[config.mk]
export PLATFORM = sky130hd
export DESIGN_NAME = iwm_input_write_mode
export DESIGN_NICKNAME = d
export VERILOG_FILES = /design/src/rtl/iwm_pkg.sv /design/src/rtl/iwm_input_write_mode.sv
export VERILOG_INCLUDE_DIRS = /design/src /design/src/rtl
export SDC_FILE = /design/constraint.sdc
export NUM_CORES = 1
export LEC_CHECK = 0
export BUFFER_PORTS_ARGS = -buffer_cell sky130_fd_sc_hd__buf_2
export CELL_PAD_IN_SITES_DETAIL_PLACEMENT = 0
export CELL_PAD_IN_SITES_GLOBAL_PLACEMENT = 1
export CORE_UTILIZATION = 46
export CTS_CLUSTER_DIAMETER = 80
export DETAILED_ROUTE_END_ITERATION = 12
export GPL_TIMING_DRIVEN = 1
export HOLD_SLACK_MARGIN = 0.03
export PLACE_DENSITY_LB_ADDON = 0.12
export SLEW_MARGIN = 20
export SYNTH_ARGS = -nofsm -noshare
export SYNTH_HDL_FRONTEND = slang
export SYNTH_SLANG_ARGS = --single-unit
[constraint.sdc]
create_clock -name clk_i -period 4.35 [get_ports clk_i]
set_input_delay 0 -clock clk_i [delete_from_list [all_inputs] [get_ports clk_i]]
set_output_delay 0 -clock clk_i [all_outputs]
set_load 0.005 [all_outputs]
[src/rtl/iwm_cfg.svh]
`ifndef IWM_CFG_SVH
`define IWM_CFG_SVH

// ============================================================
// register offsets
`define IWM_OFS_MODE      8'h52
`define IWM_OFS_KEY_R     8'h54
`define IWM_OFS_KEY_G     8'h56
`define IWM_OFS_KEY_B     8'h58
`define IWM_OFS_XS        8'h5A
`define IWM_OFS_YS_HI     8'h5C
`define IWM_OFS_YS_LO     8'h5E
`define IWM_OFS_XE        8'h60
`define IWM_OFS_YE_HI     8'h62
`define IWM_OFS_YE_LO     8'h64
`define IWM_OFS_DATA_LSB  8'h66
`define IWM_OFS_DATA_MSB  8'h67
`define IWM_OFS_STATUS    8'h68

// ============================================================
// mode register fields
`define IWM_BIT_ROTATE    0
`define IWM_BIT_MIRROR    1
`define IWM_BIT_RSVD      2
`define IWM_BIT_TRANSP    3
`define IWM_BUF_MSB       7
`define IWM_BUF_LSB       4

// ============================================================
// reset values and constants
`define IWM_RST_BYTE      8'h00
`define IWM_MODE_DOUBLE   3'h1
`define IWM_X_START_ADD   11'h001
`define IWM_X_END_ADD     11'h008
`define IWM_Y_ADD         11'h001

`endif

[src/rtl/iwm_pkg.sv]
`default_nettype none

package iwm_pkg;

    // pixel assembly phase for 8:8:8 input (two port words per pixel)
    typedef enum logic [0:0] {
        IWM_PH_FIRST  = 1'b0,
        IWM_PH_SECOND = 1'b1
    } iwm_phase_t;

    typedef logic [10:0] iwm_coord_t;
    typedef logic [7:0]  iwm_byte_t;

endpackage : iwm_pkg

`default_nettype wire
[src/rtl/iwm_input_write_mode.sv]
// What this block does
// - non-double mode: writes go to selected buffer
// - buffer codes 0..15 map to buffers 1..16
// - double-buffer mode: ignore select, buffers 1/2
// - buffer select never changes displayed image
// - transparency on: skip pixels matching key colour
// - key colour matters only when transparency on
// - red key 8 bits, low 3 ignored 565
// - green key low 2 bits ignored 565
// - blue key 8 bits, low 3 ignored 565
// - mirror bit stores image horizontally mirrored
// - rotate bit stores image rotated 180 degrees
// - reserved bit 2 reads zero after reset
// - X start in 4-pixel steps, bits 7-0
// - X start pixel is byte times 4 plus 1
// - window coordinates follow displayed image orientation
// - Y start 10 bits over two registers
// - Y start row is concatenation plus one
// - X end in 4-pixel steps, bits 7-0
// - X end pixel is byte times 4 plus 8
// - Y end 10 bits over two registers plus one
// - each pixel-completing data MSB write advances memory address
//
// Implementation choice: strobed register access.
`timescale 1ns/1ns
`default_nettype none
`include "iwm_cfg.svh"

module iwm_input_write_mode (
    input  wire logic            clk_i,
    input  wire logic            rst_i,
    input  wire logic [7:0]      addr_i,
    input  wire iwm_pkg::iwm_byte_t wdata_i,
    input  wire logic            wr_i,
    input  wire logic            rd_i,
    output logic      [7:0]      rdata_o,
    input  wire logic [2:0]      disp_mode_i,
    input  wire logic            fmt_565_i,
    output logic                 mem_we_o,
    output logic      [24:0]     mem_addr_o,
    output logic      [23:0]     mem_data_o
);
    import iwm_pkg::*;

    // ============================================================
    // helpers
    function automatic iwm_coord_t x_pos(input iwm_byte_t b, input iwm_coord_t add);
        x_pos = iwm_coord_t'({b, 2'b00}) + add;
    endfunction : x_pos

    function automatic iwm_coord_t y_pos(input iwm_byte_t hi, input iwm_byte_t lo);
        y_pos = iwm_coord_t'({hi, lo[1:0]}) + `IWM_Y_ADD;
    endfunction : y_pos

    function automatic iwm_coord_t flip(input iwm_coord_t lo_b, input iwm_coord_t hi_b, input iwm_coord_t p);
        flip = iwm_coord_t'(hi_b + lo_b - p);
    endfunction : flip

    // ============================================================
    // registers
    logic [3:0] buf_sel;
    logic       transp_en;
    logic       mirror_en;
    logic       rotate_en;
    iwm_byte_t  key_r;
    iwm_byte_t  key_g;
    iwm_byte_t  key_b;
    iwm_byte_t  xs_reg;
    iwm_byte_t  ys_hi;
    iwm_byte_t  ys_lo;
    iwm_byte_t  xe_reg;
    iwm_byte_t  ye_hi;
    iwm_byte_t  ye_lo;

    always_ff @(posedge clk_i) begin
        if (rst_i) begin
            buf_sel   <= 4'h0;
            transp_en <= 1'b0;
            mirror_en <= 1'b0;
            rotate_en <= 1'b0;
        end else if (wr_i && addr_i == `IWM_OFS_MODE) begin
            buf_sel   <= wdata_i[`IWM_BUF_MSB:`IWM_BUF_LSB];
            transp_en <= wdata_i[`IWM_BIT_TRANSP];
            mirror_en <= wdata_i[`IWM_BIT_MIRROR];
            rotate_en <= wdata_i[`IWM_BIT_ROTATE];
        end
    end

    always_ff @(posedge clk_i) begin
        if (rst_i) begin
            key_r <= `IWM_RST_BYTE;
            key_g <= `IWM_RST_BYTE;
            key_b <= `IWM_RST_BYTE;
        end else if (wr_i) begin
            if (addr_i == `IWM_OFS_KEY_R) key_r <= wdata_i;
            if (addr_i == `IWM_OFS_KEY_G) key_g <= wdata_i;
            if (addr_i == `IWM_OFS_KEY_B) key_b <= wdata_i;
        end
    end

    always_ff @(posedge clk_i) begin
        if (rst_i) begin
            xs_reg <= `IWM_RST_BYTE;
            ys_hi  <= `IWM_RST_BYTE;
            ys_lo  <= `IWM_RST_BYTE;
            xe_reg <= `IWM_RST_BYTE;
            ye_hi  <= `IWM_RST_BYTE;
            ye_lo  <= `IWM_RST_BYTE;
        end else if (wr_i) begin
            if (addr_i == `IWM_OFS_XS)    xs_reg <= wdata_i;
            if (addr_i == `IWM_OFS_YS_HI) ys_hi  <= wdata_i;
            if (addr_i == `IWM_OFS_YS_LO) ys_lo  <= {6'h00, wdata_i[1:0]};
            if (addr_i == `IWM_OFS_XE)    xe_reg <= wdata_i;
            if (addr_i == `IWM_OFS_YE_HI) ye_hi  <= wdata_i;
            if (addr_i == `IWM_OFS_YE_LO) ye_lo  <= {6'h00, wdata_i[1:0]};
        end
    end

    // ============================================================
    // window bounds, 1-based display coordinates
    iwm_coord_t win_xs;
    iwm_coord_t win_xe;
    iwm_coord_t win_ys;
    iwm_coord_t win_ye;

    assign win_xs = x_pos(xs_reg, `IWM_X_START_ADD);
    assign win_xe = x_pos(xe_reg, `IWM_X_END_ADD);
    assign win_ys = y_pos(ys_hi, ys_lo);
    assign win_ye = y_pos(ye_hi, ye_lo);

    // ============================================================
    // data port word and pixel assembly
    logic       win_wr;
    logic       word_fire;
    logic       pix_fire;
    logic [7:0] lsb_hold;
    logic [15:0] word;
    iwm_phase_t phase;
    iwm_byte_t  hold_r;
    iwm_byte_t  hold_g;
    iwm_byte_t  px_r;
    iwm_byte_t  px_g;
    iwm_byte_t  px_b;

    assign win_wr    = wr_i && (addr_i == `IWM_OFS_MODE || addr_i == `IWM_OFS_XS ||
                       addr_i == `IWM_OFS_YS_HI || addr_i == `IWM_OFS_YS_LO ||
                       addr_i == `IWM_OFS_XE || addr_i == `IWM_OFS_YE_HI || addr_i == `IWM_OFS_YE_LO);
    assign word_fire = wr_i && addr_i == `IWM_OFS_DATA_MSB;
    assign word      = {wdata_i, lsb_hold};
    assign pix_fire  = word_fire && (fmt_565_i || phase == IWM_PH_SECOND);

    always_ff @(posedge clk_i) begin
        if (rst_i) begin
            lsb_hold <= 8'h00;
        end else if (wr_i && addr_i == `IWM_OFS_DATA_LSB) begin
            lsb_hold <= wdata_i;
        end
    end

    // 8:8:8 takes {red,green} then {-,blue}; window writes resync the phase
    always_ff @(posedge clk_i) begin
        if (rst_i || win_wr || fmt_565_i) begin
            phase <= IWM_PH_FIRST;
        end else if (word_fire) begin
            phase <= (phase == IWM_PH_FIRST) ? IWM_PH_SECOND : IWM_PH_FIRST;
        end
    end

    always_ff @(posedge clk_i) begin
        if (rst_i) begin
            hold_r <= 8'h00;
            hold_g <= 8'h00;
        end else if (word_fire && phase == IWM_PH_FIRST) begin
            hold_r <= word[15:8];
            hold_g <= word[7:0];
        end
    end

    always_comb begin
        if (fmt_565_i) begin
            px_r = {word[15:11], 3'h0};
            px_g = {word[10:5], 2'h0};
            px_b = {word[4:0], 3'h0};
        end else begin
            px_r = hold_r;
            px_g = hold_g;
            px_b = word[7:0];
        end
    end

    // ============================================================
    // transparency key compare
    logic key_hit;
    logic skip_px;

    always_comb begin
        if (fmt_565_i) begin
            key_hit = px_r[7:3] == key_r[7:3] && px_g[7:2] == key_g[7:2] && px_b[7:3] == key_b[7:3];
        end else begin
            key_hit = px_r == key_r && px_g == key_g && px_b == key_b;
        end
    end

    assign skip_px = transp_en && key_hit;

    // ============================================================
    // raster cursor over the window
    logic       restart;
    iwm_coord_t cur_x;
    iwm_coord_t cur_y;
    iwm_coord_t pos_x;
    iwm_coord_t pos_y;
    logic       last_x;
    logic       last_y;
    logic       db_half;

    assign pos_x  = restart ? win_xs : cur_x;
    assign pos_y  = restart ? win_ys : cur_y;
    assign last_x = pos_x >= win_xe;
    assign last_y = pos_y >= win_ye;

    always_ff @(posedge clk_i) begin
        if (rst_i || win_wr) begin
            restart <= 1'b1;
        end else if (pix_fire) begin
            restart <= 1'b0;
        end
    end

    always_ff @(posedge clk_i) begin
        if (rst_i) begin
            cur_x <= `IWM_X_START_ADD;
            cur_y <= `IWM_Y_ADD;
        end else if (pix_fire) begin
            if (last_x) begin
                cur_x <= win_xs;
                cur_y <= last_y ? win_ys : iwm_coord_t'(pos_y + `IWM_Y_ADD);
            end else begin
                cur_x <= iwm_coord_t'(pos_x + 11'h001);
                cur_y <= pos_y;
            end
        end
    end

    // double-buffer mode alternates buffers 1 and 2 per completed window
    always_ff @(posedge clk_i) begin
        if (rst_i) begin
            db_half <= 1'b0;
        end else if (pix_fire && last_x && last_y && disp_mode_i == `IWM_MODE_DOUBLE) begin
            db_half <= ~db_half;
        end
    end

    // ============================================================
    // stored position: flips stay inside the window, bounds follow the shown image
    logic [3:0] eff_buf;
    iwm_coord_t st_x;
    iwm_coord_t st_y;

    assign eff_buf = (disp_mode_i == `IWM_MODE_DOUBLE) ? {3'h0, db_half} : buf_sel;
    assign st_x    = (mirror_en ^ rotate_en) ? flip(win_xs, win_xe, pos_x) : pos_x;
    assign st_y    = rotate_en ? flip(win_ys, win_ye, pos_y) : pos_y;

    // only the write address and the mode and status readback see the buffer code; no display selection here
    always_ff @(posedge clk_i) begin
        if (rst_i) begin
            mem_we_o   <= 1'b0;
            mem_addr_o <= 25'h0000000;
            mem_data_o <= 24'h000000;
        end else begin
            mem_we_o <= pix_fire && !skip_px;
            if (pix_fire) begin
                mem_addr_o <= {eff_buf, st_y[9:0] - 10'h001, st_x - 11'h001};
                mem_data_o <= {px_r, px_g, px_b};
            end
        end
    end

    // ============================================================
    // register readback
    logic [7:0] next_rdata;

    always_comb begin
        unique case (addr_i)
            `IWM_OFS_MODE:   next_rdata = {buf_sel, transp_en, 1'b0, mirror_en, rotate_en};
            `IWM_OFS_KEY_R:  next_rdata = key_r;
            `IWM_OFS_KEY_G:  next_rdata = key_g;
            `IWM_OFS_KEY_B:  next_rdata = key_b;
            `IWM_OFS_XS:     next_rdata = xs_reg;
            `IWM_OFS_YS_HI:  next_rdata = ys_hi;
            `IWM_OFS_YS_LO:  next_rdata = ys_lo;
            `IWM_OFS_XE:     next_rdata = xe_reg;
            `IWM_OFS_YE_HI:  next_rdata = ye_hi;
            `IWM_OFS_YE_LO:  next_rdata = ye_lo;
            `IWM_OFS_STATUS: next_rdata = {2'h0, restart, phase, eff_buf};
            default:         next_rdata = 8'h00;
        endcase
    end

    always_ff @(posedge clk_i) begin
        if (rst_i) begin
            rdata_o <= 8'h00;
        end else begin
            rdata_o <= rd_i ? next_rdata : 8'h00;
        end
    end

    // ============================================================
    // assertions
    property p_buf_sel;
        @(posedge clk_i) disable iff (rst_i)
        pix_fire && !skip_px && disp_mode_i != `IWM_MODE_DOUBLE |=> mem_addr_o[24:21] == $past(buf_sel);
    endproperty
    a_buf_sel: assert property (p_buf_sel) else $error("write landed in wrong buffer");

    property p_double_buf;
        @(posedge clk_i) disable iff (rst_i)
        pix_fire && disp_mode_i == `IWM_MODE_DOUBLE |=> mem_addr_o[24:22] == 3'h0;
    endproperty
    a_double_buf: assert property (p_double_buf) else $error("double mode used buffer above two");

    property p_transp_skip;
        @(posedge clk_i) disable iff (rst_i)
        word_fire && fmt_565_i && transp_en && word == {key_r[7:3], key_g[7:2], key_b[7:3]} |=> !mem_we_o;
    endproperty
    a_transp_skip: assert property (p_transp_skip) else $error("key pixel was written");

    property p_transp_off;
        @(posedge clk_i) disable iff (rst_i)
        pix_fire && !transp_en |=> mem_we_o;
    endproperty
    a_transp_off: assert property (p_transp_off) else $error("pixel dropped with transparency off");

    property p_no_flip;
        @(posedge clk_i) disable iff (rst_i)
        pix_fire && !mirror_en && !rotate_en |=> mem_addr_o[10:0] == $past(pos_x) - 11'h001;
    endproperty
    a_no_flip: assert property (p_no_flip) else $error("column moved without flip");

    property p_rotate_row;
        @(posedge clk_i) disable iff (rst_i)
        pix_fire && rotate_en && restart |=> mem_addr_o[20:11] == $past(win_ye[9:0]) - 10'h001;
    endproperty
    a_rotate_row: assert property (p_rotate_row) else $error("rotated first pixel not on last row");

    property p_rsvd_read;
        @(posedge clk_i) disable iff (rst_i)
        rd_i && addr_i == `IWM_OFS_MODE |=> rdata_o[`IWM_BIT_RSVD] == 1'b0;
    endproperty
    a_rsvd_read: assert property (p_rsvd_read) else $error("reserved bit read as one");

    property p_in_window;
        @(posedge clk_i) disable iff (rst_i)
        mem_we_o |-> mem_addr_o[10:0] >= win_xs - 11'h001 && mem_addr_o[10:0] <= win_xe - 11'h001;
    endproperty
    a_in_window: assert property (p_in_window) else $error("write outside window columns");

    property p_raster;
        @(posedge clk_i) disable iff (rst_i)
        pix_fire && !last_x |=> cur_x == $past(pos_x) + 11'h001 && cur_y == $past(pos_y);
    endproperty
    a_raster: assert property (p_raster) else $error("cursor did not step right");

    c_write:  cover property (@(posedge clk_i) disable iff (rst_i) mem_we_o);
    c_skip:   cover property (@(posedge clk_i) disable iff (rst_i) pix_fire && skip_px);
    c_rotate: cover property (@(posedge clk_i) disable iff (rst_i) pix_fire && rotate_en && last_x && last_y);

endmodule : iwm_input_write_mode

`default_nettype wire

==> results of run 1 <==
## stage by stage
| step | setup slack, ns | hold WS [ns] | power (W) |
|---|---|---|---|
| 3_3_place_gp | 0.296 | 0.364 | 0.00178 |
| 4_1_cts | 0.225 | 0.0558 | 0.00346 |
| 3_5_place_dp | 0.244 | 0.373 | 0.00178 |
| 6_report | 0.230 | 0.0503 | 0.00344 |
| 5_1_grt | 0.0240 | 0.0771 | 0.00354 |
| 2_1_floorplan | 0.395 | 0.147 | 0.00172 |
## power by group
| part | total [W] | internal [W] | switching, W | leakage [nW] |
|---|---|---|---|---|
| logic | 0.000151 | 0.0000429 | 0.000108 | 2.87 |
| registers | 0.00159 | 0.00159 | 0.00000188 | 1.40 |
| clock network | 0.00169 | 0.000824 | 0.000868 | 0.315 |
## area by class of cell
class	instances	share of cell area, %
Inverter	65	1.99
Multi-Input combinational cell	1056	55.2
Tap cell	319	3.22
Clock buffer	17	3.43
Clock inverter	15	1.86
Timing Repair Buffer	124	6.18
Sequential cell	174	28.1
## per-layer routing
| metal | track usage [%] | vias to the layer above |
|---|---|---|
| met4 | 7.10 | 0 |
| met3 | 4.19 | 48 |
| met1 | 39.6 | 4943 |
| met2 | 48.2 | 330 |
| met5 | 0 | - |
| li1 | - | 5046 |
## placed cells by master, fill, tap and decap left out, types with 6 or more instances in the layout
| master | count |
|---|---|
| xor2_1 | 30 |
| a31oi_1 | 17 |
| inv_1 | 63 |
| ha_1 | 50 |
| nand2b_1 | 7 |
| a311oi_1 | 9 |
| buf_2 | 80 |
| mux2i_1 | 54 |
| nor3_1 | 30 |
| nand2_1 | 168 |
| o21ai_0 | 25 |
| a211oi_1 | 32 |
| nand4_1 | 13 |
| a22o_1 | 6 |
| o211ai_1 | 8 |
| nor2_1 | 133 |
| dfxtp_1 | 171 |
| and3_1 | 7 |
| o22ai_1 | 6 |
| buf_4 | 34 |
| dlygate4sd3_1 | 9 |
| or3_1 | 12 |
| and2_1 | 7 |
| a221oi_1 | 10 |
| fa_1 | 14 |
| a21oi_1 | 126 |
| a22oi_1 | 13 |
| inv_12 | 7 |
| nand3_1 | 98 |
| o21a_1 | 12 |
| nor4_1 | 8 |
| xnor2_1 | 46 |
| mux2_2 | 11 |
| nor2b_1 | 7 |
| o31ai_1 | 6 |
| nand3b_1 | 12 |
| clkbuf_16 | 17 |
## worst reg2reg max path, cell delays in order, from the launching register on
cell,delay [ns]
dfxtp_1,0.55
and4_4,0.30
nand2_1,0.07
xor2_1,0.31
xnor2_1,0.16
nand2_1,0.07
ha_1,0.28
ha_1,0.37
nor3b_1,0.17
a221oi_1,0.22
o311ai_0,0.22
or4_1,0.56
and2_4,0.17
o311a_1,0.35
a31oi_1,0.14
o21ai_1,0.08
## Yosys cell counts, drive strengths merged, types with 9 or more instances
library cell	number
inv	65
or3	12
mux2i	54
buf	17
nand3b	12
mux2	12
ha	50
a221oi	10
nor3	31
xnor2	46
a311oi	9
and2	9
nor2	136
clkbuf	69
nand3	98
fa	14
nand4	13
o21ai	27
a21oi	127
a31oi	18
o21a	12
xor2	31
a211oi	32
a22oi	13
dfxtp	174
nand2	168
## how the worst max path moves through the flow
stage,from,endpoint,cells past startpoint
finish,ys_hi[2]$_SDFFE_PP0P_,mem_addr_o[19]$_SDFFE_PP0P_,15
detailed placement,ys_hi[0]$_SDFFE_PP0P_,mem_addr_o[19]$_SDFFE_PP0P_,15
floorplan,ys_lo[1]$_SDFFE_PP0P_,mem_addr_o[19]$_SDFFE_PP0P_,14
global route,restart$_SDFFE_PP1P_,mem_addr_o[10]$_SDFFE_PP0P_,13
CTS,ys_hi[0]$_SDFFE_PP0P_,mem_addr_o[19]$_SDFFE_PP0P_,15
global placement,ys_lo[0]$_SDFFE_PP0P_,mem_addr_o[19]$_SDFFE_PP0P_,14
## repair_timing
action | in CTS | in global routing
setup endpoints to repair | 0 | 3
hold endpoints to repair | 78 | 0
hold buffers | 9 | 0
setup buffers | 0 | 0
gates resized for setup | 0 | 3
## cells by family (layout without fill, tap and decap cells)
| family | count (synthesis) | in the layout | share of synthesized area (%) |
|---|---|---|---|
| simple gates | 530 | 530 | 22.6 |
| mux | 66 | 66 | 6.19 |
| flops | 174 | 174 | 31.9 |
| fa+ha+maj | 64 | 64 | 8.30 |
| buf+inv | 151 | 221 | 5.58 |
| xor+xnor | 78 | 78 | 6.46 |
| compound gates | 318 | 318 | 19.0 |
==> out/metrics.yaml, run 1 <==
finish.net_count: 1526
cp_cell_sequence: "and4_4 > nand2_1 > xor2_1 > xnor2_1 > nand2_1 > ha_1 > ha_1 > nor3b_1 > a221oi_1 > o311ai_0 > or4_1 > and2_4 > o311a_1 > a31oi_1 > o21ai_1"
routed.top_layer: "met4"
maxSlewHeadroom_pct: 25.5
start_kind: "register"
seq_area_um2: 3490
pin_count: 82
setup_tns_ns: 0
layout-drive-gt1-share_pct: 12.7
vias_per_cell: 5.86
worstPathArrival_ns: 4.44
grt_pass1_wl_um: 54500
yosysTopAreaCellShare_pct: 31.9
drtAntennaViolNets: 0
clockRootBuffer: "clkbuf_16"
port_buffers: 81
wl_per_cell_um: 19.6
dpl.hpwl_um: 25100
ys_warn_count: 0
synth_edf_count: 0
largest_register: "mem_addr_o"
path_buf_inv: 0
die_h_um: 156
cts_tree: "yes"
worstMarginPinSlew_ns: 1.11
synth_area_leader_cell: "dfxtp_1"
drt_iter0_markers: 891
min_to: "ye_lo[0]$_SDFFE_PP0P_"
clockBufferDepth: 2
whs_path_depth: 4
die_w_um: 156
ir_drop_v: 0.000231
first_global_vias: 9432
yosysUniqueCellTypes: 77
met1Wirelength_um: 15800
fmax_ghz: 0.243
max_stage_delay_ns: 0.56
final_area_um2: 12400
syn_area_um2: 10900
yosysSeqAreaShare_pct: 31.9
crit_fanout: 9
power.density_nw_per_um2: 277
rsz0062_at_grt: "false"
met2_length_um: 16100
synthCells: 1381
gr-usage-all-layers_pct: 29.1
synth-seq-cells: 174
syn-mean-instance-area_um2: 7.90
numCtsBuffers: 17
setup_viol: 0
antenna_cells: 0
finalCritPeriodShare_pct: 94.7
min_path_type: "in -> reg"
clock_sinks: 174
routed_wl_um: 34700
die_area_um2: 24400
cts_htree_levels: 4
reg2reg_from: "ys_hi[2]$_SDFFE_PP0P_"
maxCapViolCount: 0
synth-main-ff-cell: "dfxtp_1"
r2r_cells: 15
r2r_slack_ns: 0.23
post-route-util_pct: 53.0
post_dp_cell_area_um2: 11600
grt_antenna_before_repair: 0
timing.final.hold_violations: 0
via_count: 10400
nFillCells: 2375
clk_pin_slew_worst_paths_ns: 0.09
end_kind: "register"
cpMaxStageDelayCell: "or4_1"
area_growth_pct: 13.6
dp_cells: 1729
num_rows: 56
synth_area_leaders: "dfxtp_1 32%, a21oi_1 5.8%, nand2_1 5.8%, ha_1 5.7%, mux2i_1 5.0%"
cp_top_family: "simple AND/OR/NAND/NOR gates"
synthArstFlopShare_pct: 0
core_um2: 23400
skew_ns: 0.0155
worstSetupPathType: "reg -> reg"
slew_viol_final: 0
crit_required_ns: 4.67
top_regs: "mem_addr_o x25, mem_data_o x24"
fin_cells: 1770
dr.pass1.iters: 6
holdCritStartpoint: "addr_i[0]"
reg2reg_to: "mem_addr_o[19]$_SDFFE_PP0P_"
drc: 0
largest_register_ffs: 25
multi_input_area_um2: 6840
grt-ovfl-total: 0
fin_crit_ns: 4.12
clk_latency_ns: 0.45
synth_nets: 1469
initial_utilization_pct: 46.6
power.leakage_nw: 4.59
place.gp.congestion: 0.850
status: "finished clean"
grt_max_degree: 79
dr_wl_met3_um: 2120
No activity file was read; power rests on OpenSTA's default activity.
==> run 2: changes to the inputs <==
--- a/config.mk
+++ b/config.mk
@@ -14,7 +14,7 @@
 export DETAILED_ROUTE_END_ITERATION = 12
 export GPL_TIMING_DRIVEN = 1
 export HOLD_SLACK_MARGIN = 0.03
-export PLACE_DENSITY_LB_ADDON = 0.12
+export PLACE_DENSITY_LB_ADDON = 0.1
 export SLEW_MARGIN = 20
 export SYNTH_ARGS = -nofsm -noshare
 export SYNTH_HDL_FRONTEND = slang
==> out/metrics.yaml, run 2 (same netlist as run 1, synthesis figures left out) <==
worstSetupPathType: "reg -> reg"
clk_pin_slew_worst_paths_ns: 0.08
reg2reg_from: "ys_hi[1]$_SDFFE_PP0P_"
post-route-util_pct: 53.0
crit_fanout: 8
postCtsSetupRepairBufs: 0
clk_latency_ns: 0.45
whs_path_depth: 4
crit_required_ns: 4.65
clockBufferDepth: 2
place.gp.congestion: 0.850
skew_ns: 0.0131
final_common_cell: "dfxtp_1"
routed_wl_um: 35100
via_count: 10300
finish.net_count: 1526
wl_per_cell_um: 19.8
clock_sinks: 174
r2r_slack_ns: 0.31
die_w_um: 156
cts_htree_levels: 4
status: "finished clean"
min_to: "ye_lo[1]$_SDFFE_PP0P_"
top_regs: "mem_addr_o x25, mem_data_o x24"
min_path_type: "in -> reg"
setup_tns_ns: 0
ir_drop_v: 0.000224
fmax_ghz: 0.248
setup_slack_ns: 0.315
first_global_vias: 9406
grt-ovfl-total: 0
area_growth_pct: 13.5
layout-drive-gt1-share_pct: 13.0
largest_register_ffs: 25
holdCritStartpoint: "addr_i[0]"
pin_count: 82
fin_crit_ns: 4.04
r2r_cells: 15
port_buffers: 81
cts_tree: "yes"
num_rows: 56
hold_ws_ns: 0.0441
maxSlewHeadroom_pct: 23.3
worstMarginPinSlew_ns: 1.15
core_um2: 23400
reg2reg_to: "mem_addr_o[19]$_SDFFE_PP0P_"
dpl.hpwl_um: 25400
grt_max_degree: 90
dr.pass1.iters: 5
rsz0062_at_grt: "false"
grt_pass1_wl_um: 54500
largest_register: "mem_addr_o"
drc: 0
die_area_um2: 24400
post-place-ws_ns: 0.255
drt_iter0_markers: 1003
die_h_um: 156
grt_antenna_before_repair: 0
finalCritPeriodShare_pct: 92.8
start_kind: "register"
slew_viol_final: 0
worstPathArrival_ns: 4.33
power.density_nw_per_um2: 272
clockRootBuffer: "clkbuf_16"
initial_utilization_pct: 46.6
layout_common_cells: "171 x dfxtp_1, 168 x nand2_1, 134 x nor2_1"
setup_viol: 0
numCtsBuffers: 17
antenna_cells: 0
drtAntennaViolNets: 0
timing.final.hold_violations: 0
end_kind: "register"
vias_per_cell: 5.83
gr-usage-all-layers_pct: 29.4
maxCapViolCount: 0
power.leakage_nw: 4.57
nFillCells: 2326
run 2: how the worst max path moves through the flow:
stage                               start                          end  cells past startpoint
detailed placement  ys_hi[0]$_SDFFE_PP0P_  mem_addr_o[19]$_SDFFE_PP0P_                     15
floorplan           ys_lo[1]$_SDFFE_PP0P_  mem_addr_o[19]$_SDFFE_PP0P_                     14
global placement    ys_lo[0]$_SDFFE_PP0P_  mem_addr_o[19]$_SDFFE_PP0P_                     14
finish              ys_hi[1]$_SDFFE_PP0P_  mem_addr_o[19]$_SDFFE_PP0P_                     15
CTS                 ys_hi[0]$_SDFFE_PP0P_  mem_addr_o[19]$_SDFFE_PP0P_                     15
global route         restart$_SDFFE_PP1P_  mem_addr_o[10]$_SDFFE_PP0P_                     14
run 2: metal layers:
metal  track usage, %  wire length, um  share of wire (%)
met1             40.0            15900                 45
met2             47.1            16200                 46
met3             4.89             2040                5.8
met4             10.1              913                2.6
met5                0                0                  0
run 2: area by class of cell:
| class | instances | area, um2 | share of cell area (%) |
|---|---|---|---|
| clock buffer | 17 | 425 | 3.43 |
| clock inverter | 15 | 200 | 1.62 |
| inverter | 65 | 246 | 1.99 |
| multi-input combinational | 1056 | 6870 | 55.4 |
| sequential | 174 | 3490 | 28.1 |
| tap | 319 | 399 | 3.22 |
| timing repair buffer | 124 | 763 | 6.16 |
run 2: metrics by stage:
| stage | instances | total power [W] | area (um2) |
|---|---|---|---|
| detailed placement | 1730 | 0.00177 | 11700 |
| finish | 1770 | 0.00337 | 12400 |
| global placement | 1730 | 0.00177 | 11700 |
| CTS | 1770 | 0.00338 | 12400 |
| floorplan | 1381 | 0.00172 | 10900 |
| global route | 1770 | 0.00346 | 12400 |
run 2: report_power, final:
group / internal [W] / switching [W]
logic: 0.0000425 / 0.000108
registers: 0.00159 / 0.00000198
clock network: 0.000797 / 0.000826
total: 0.00243 / 0.000935
run 2: worst max-delay path, stage by stage (launching register included):
cell and delay, ns:
dfxtp_1 0.49, and2_1 0.21, nand4_1 0.15, xor2_2 0.23, xnor2_1 0.15, nand2_1 0.07, ha_1 0.28, ha_1 0.38
nor2b_1 0.19, a221oi_1 0.26, o311ai_0 0.22, or4_1 0.56, and2_4 0.17, o311a_1 0.33, a31oi_1 0.14, o21ai_1 0.08
run 2: timing repair:
action	4_1_cts	5_1_grt
endpoints found under the setup margin	0	1
endpoints found under the hold margin	71	0
hold buffers	8	0
gates resized for setup	0	7
==> run 3: changes to the inputs <==
--- a/config.mk
+++ b/config.mk
@@ -7,9 +7,9 @@
 export NUM_CORES = 1
 export LEC_CHECK = 0
 export BUFFER_PORTS_ARGS = -buffer_cell sky130_fd_sc_hd__buf_2
-export CELL_PAD_IN_SITES_DETAIL_PLACEMENT = 0
-export CELL_PAD_IN_SITES_GLOBAL_PLACEMENT = 1
-export CORE_UTILIZATION = 46
+export CELL_PAD_IN_SITES_DETAIL_PLACEMENT = 1
+export CELL_PAD_IN_SITES_GLOBAL_PLACEMENT = 2
+export CORE_UTILIZATION = 37
 export CTS_CLUSTER_DIAMETER = 80
 export DETAILED_ROUTE_END_ITERATION = 12
 export GPL_TIMING_DRIVEN = 1
==> out/metrics.yaml, run 3 (same netlist as run 1, synthesis figures left out) <==
cts_htree_levels: 4
maxSlewHeadroom_pct: 29.7
clock_sinks: 174
drc: 0
seqPwrFrac_pct: 46.9
wl_per_cell_um: 21.6
switching_power_w: 0.000877
comb_power_share_pct: 4.6
post_dp_cell_area_um2: 11800
place.gp.congestion: 0.863
finish.net_count: 1530
area_growth_pct: 14.4
skew_ns: 0.0112
swShare_pct: 25.8
use_met2_pct: 44.4
largest_register_ffs: 25
clockRootBuffer: "clkbuf_16"
busiest_layer: "met2"
dp_cells: 1798
num_rows: 62
ir_drop_v: 0.000230
start_kind: "register"
core_um2: 28900
worstMarginPinSlew_ns: 1.05
postCtsSetupRepairBufs: 0
initial_utilization_pct: 37.8
final_area_um2: 12500
die_w_um: 174
grt_antenna_before_repair: 0
drtAntennaViolNets: 0
end_kind: "register"
power.density_nw_per_um2: 272
setup_viol: 0
crit_required_ns: 4.67
min_path_type: "in -> reg"
die_h_um: 174
cts_tree: "yes"
worstSetupPathType: "reg -> reg"
status: "finished clean"
dr.pass1.iters: 5
pin_count: 82
maxCapViolCount: 0
timing.final.hold_violations: 0
clk_latency_ns: 0.44
final_common_cell: "dfxtp_1"
grt_pass1_wl_um: 62000
dpl.hpwl_um: 29000
drt_iter0_markers: 743
nFillCells: 3552
intPower_w: 0.00253
layout_common_cells: "171 x dfxtp_1, 168 x nand2_1, 134 x nor2_1"
gr-usage-all-layers_pct: 26.5
fin_cells: 1839
layout-drive-gt1-share_pct: 12.9
via_count: 10500
worstPathArrival_ns: 4.37
numCtsBuffers: 17
largest_register: "mem_addr_o"
setup_tns_ns: 0
routed_wl_um: 39700
use_met1_pct: 35.7
finalCritPeriodShare_pct: 93.1
clock_power_share_pct: 48.6
grt_max_degree: 103
antenna_cells: 0
first_global_vias: 10400
vias_per_cell: 5.71
die_area_um2: 30200
clk_pin_slew_worst_paths_ns: 0.08
slew_viol_final: 0
met3_usage_pct: 2.98
port_buffers: 81
crit_fanout: 8
top_regs: "mem_addr_o x25, mem_data_o x24"
fin_crit_ns: 4.05
clockBufferDepth: 2
power.leakage_nw: 4.60
grt-ovfl-total: 0
rsz0062_at_grt: "false"
fmax_ghz: 0.247
## run 3: critical path: stages (launching register included)
cell	delay, ns
dfxtp_1	0.48
and4_4	0.29
nand2_1	0.07
xor2_1	0.27
xnor2_1	0.16
nand2_1	0.07
ha_1	0.29
ha_1	0.37
nor3b_1	0.17
a221oi_1	0.21
o311ai_0	0.24
or4_1	0.58
and2_4	0.18
o311a_1	0.33
a31oi_1	0.14
o21ai_1	0.08
## run 3: metrics by stage
| step | util, % | total power, W | hold slack (ns) | setup WS [ns] |
|---|---|---|---|---|
| 2_1_floorplan | - | 0.00172 | 0.147 | 0.395 |
| 3_3_place_gp | 40.8 | 0.00178 | 0.376 | 0.250 |
| 3_5_place_dp | 40.8 | 0.00178 | 0.376 | 0.261 |
| 4_1_cts | 43.3 | 0.00342 | 0.0693 | 0.250 |
| 5_1_grt | 43.3 | 0.00351 | 0.126 | 0.00853 |
| 6_report | 43.3 | 0.00340 | 0.0752 | 0.300 |
## run 3: path summary, 6_finish.rpt
kind | start | endpoint | slack, ns | cells past startpoint
hold / removal | addr_i[0] | ye_lo[0]$_SDFFE_PP0P_ | 0.08 | 4
setup reg to reg | ys_hi[1]$_SDFFE_PP0P_ | mem_addr_o[19]$_SDFFE_PP0P_ | 0.30 | 15
setup / recovery | ys_hi[1]$_SDFFE_PP0P_ | mem_addr_o[19]$_SDFFE_PP0P_ | 0.30 | 15
hold reg to reg | mem_addr_o[19]$_SDFFE_PP0P_ | mem_addr_o[19]$_SDFFE_PP0P_ | 0.45 | 2
## run 3: routing by layer
metal  vias to the layer above  share of wire, %  wire length, um
li1                       5042                 -                -
met1                      5209                48            18900
met2                       198                47            18700
met3                        46               3.1             1220
met4                         0               2.3              896
met5                         -                 0                0
## run 3: layout make-up
type | instances | area (um2) | area share [%]
multi-input combinational | 1056 | 6840 | 54.8
timing repair buffer | 128 | 821 | 6.57
inverter | 65 | 246 | 1.97
clock buffer | 18 | 439 | 3.52
tap | 384 | 480 | 3.85
sequential | 174 | 3490 | 27.9
clock inverter | 14 | 179 | 1.43
## run 3: power by group through the flow
stage,sequential [W],clock (W),combinational [W]
floorplan,0.00163,0,0.0000926
global placement,0.00163,0,0.000149
detailed placement,0.00163,0,0.000149
CTS,0.00159,0.00167,0.000156
global route,0.00159,0.00175,0.000167
finish,0.00159,0.00165,0.000156
## run 3: timing repair
| item | in CTS | in global routing |
|---|---|---|
| gates resized for setup | 0 | 3 |
| setup endpoints to repair | 0 | 2 |
| endpoints found under the hold margin | 76 | 0 |
| hold buffers | 9 | 0 |
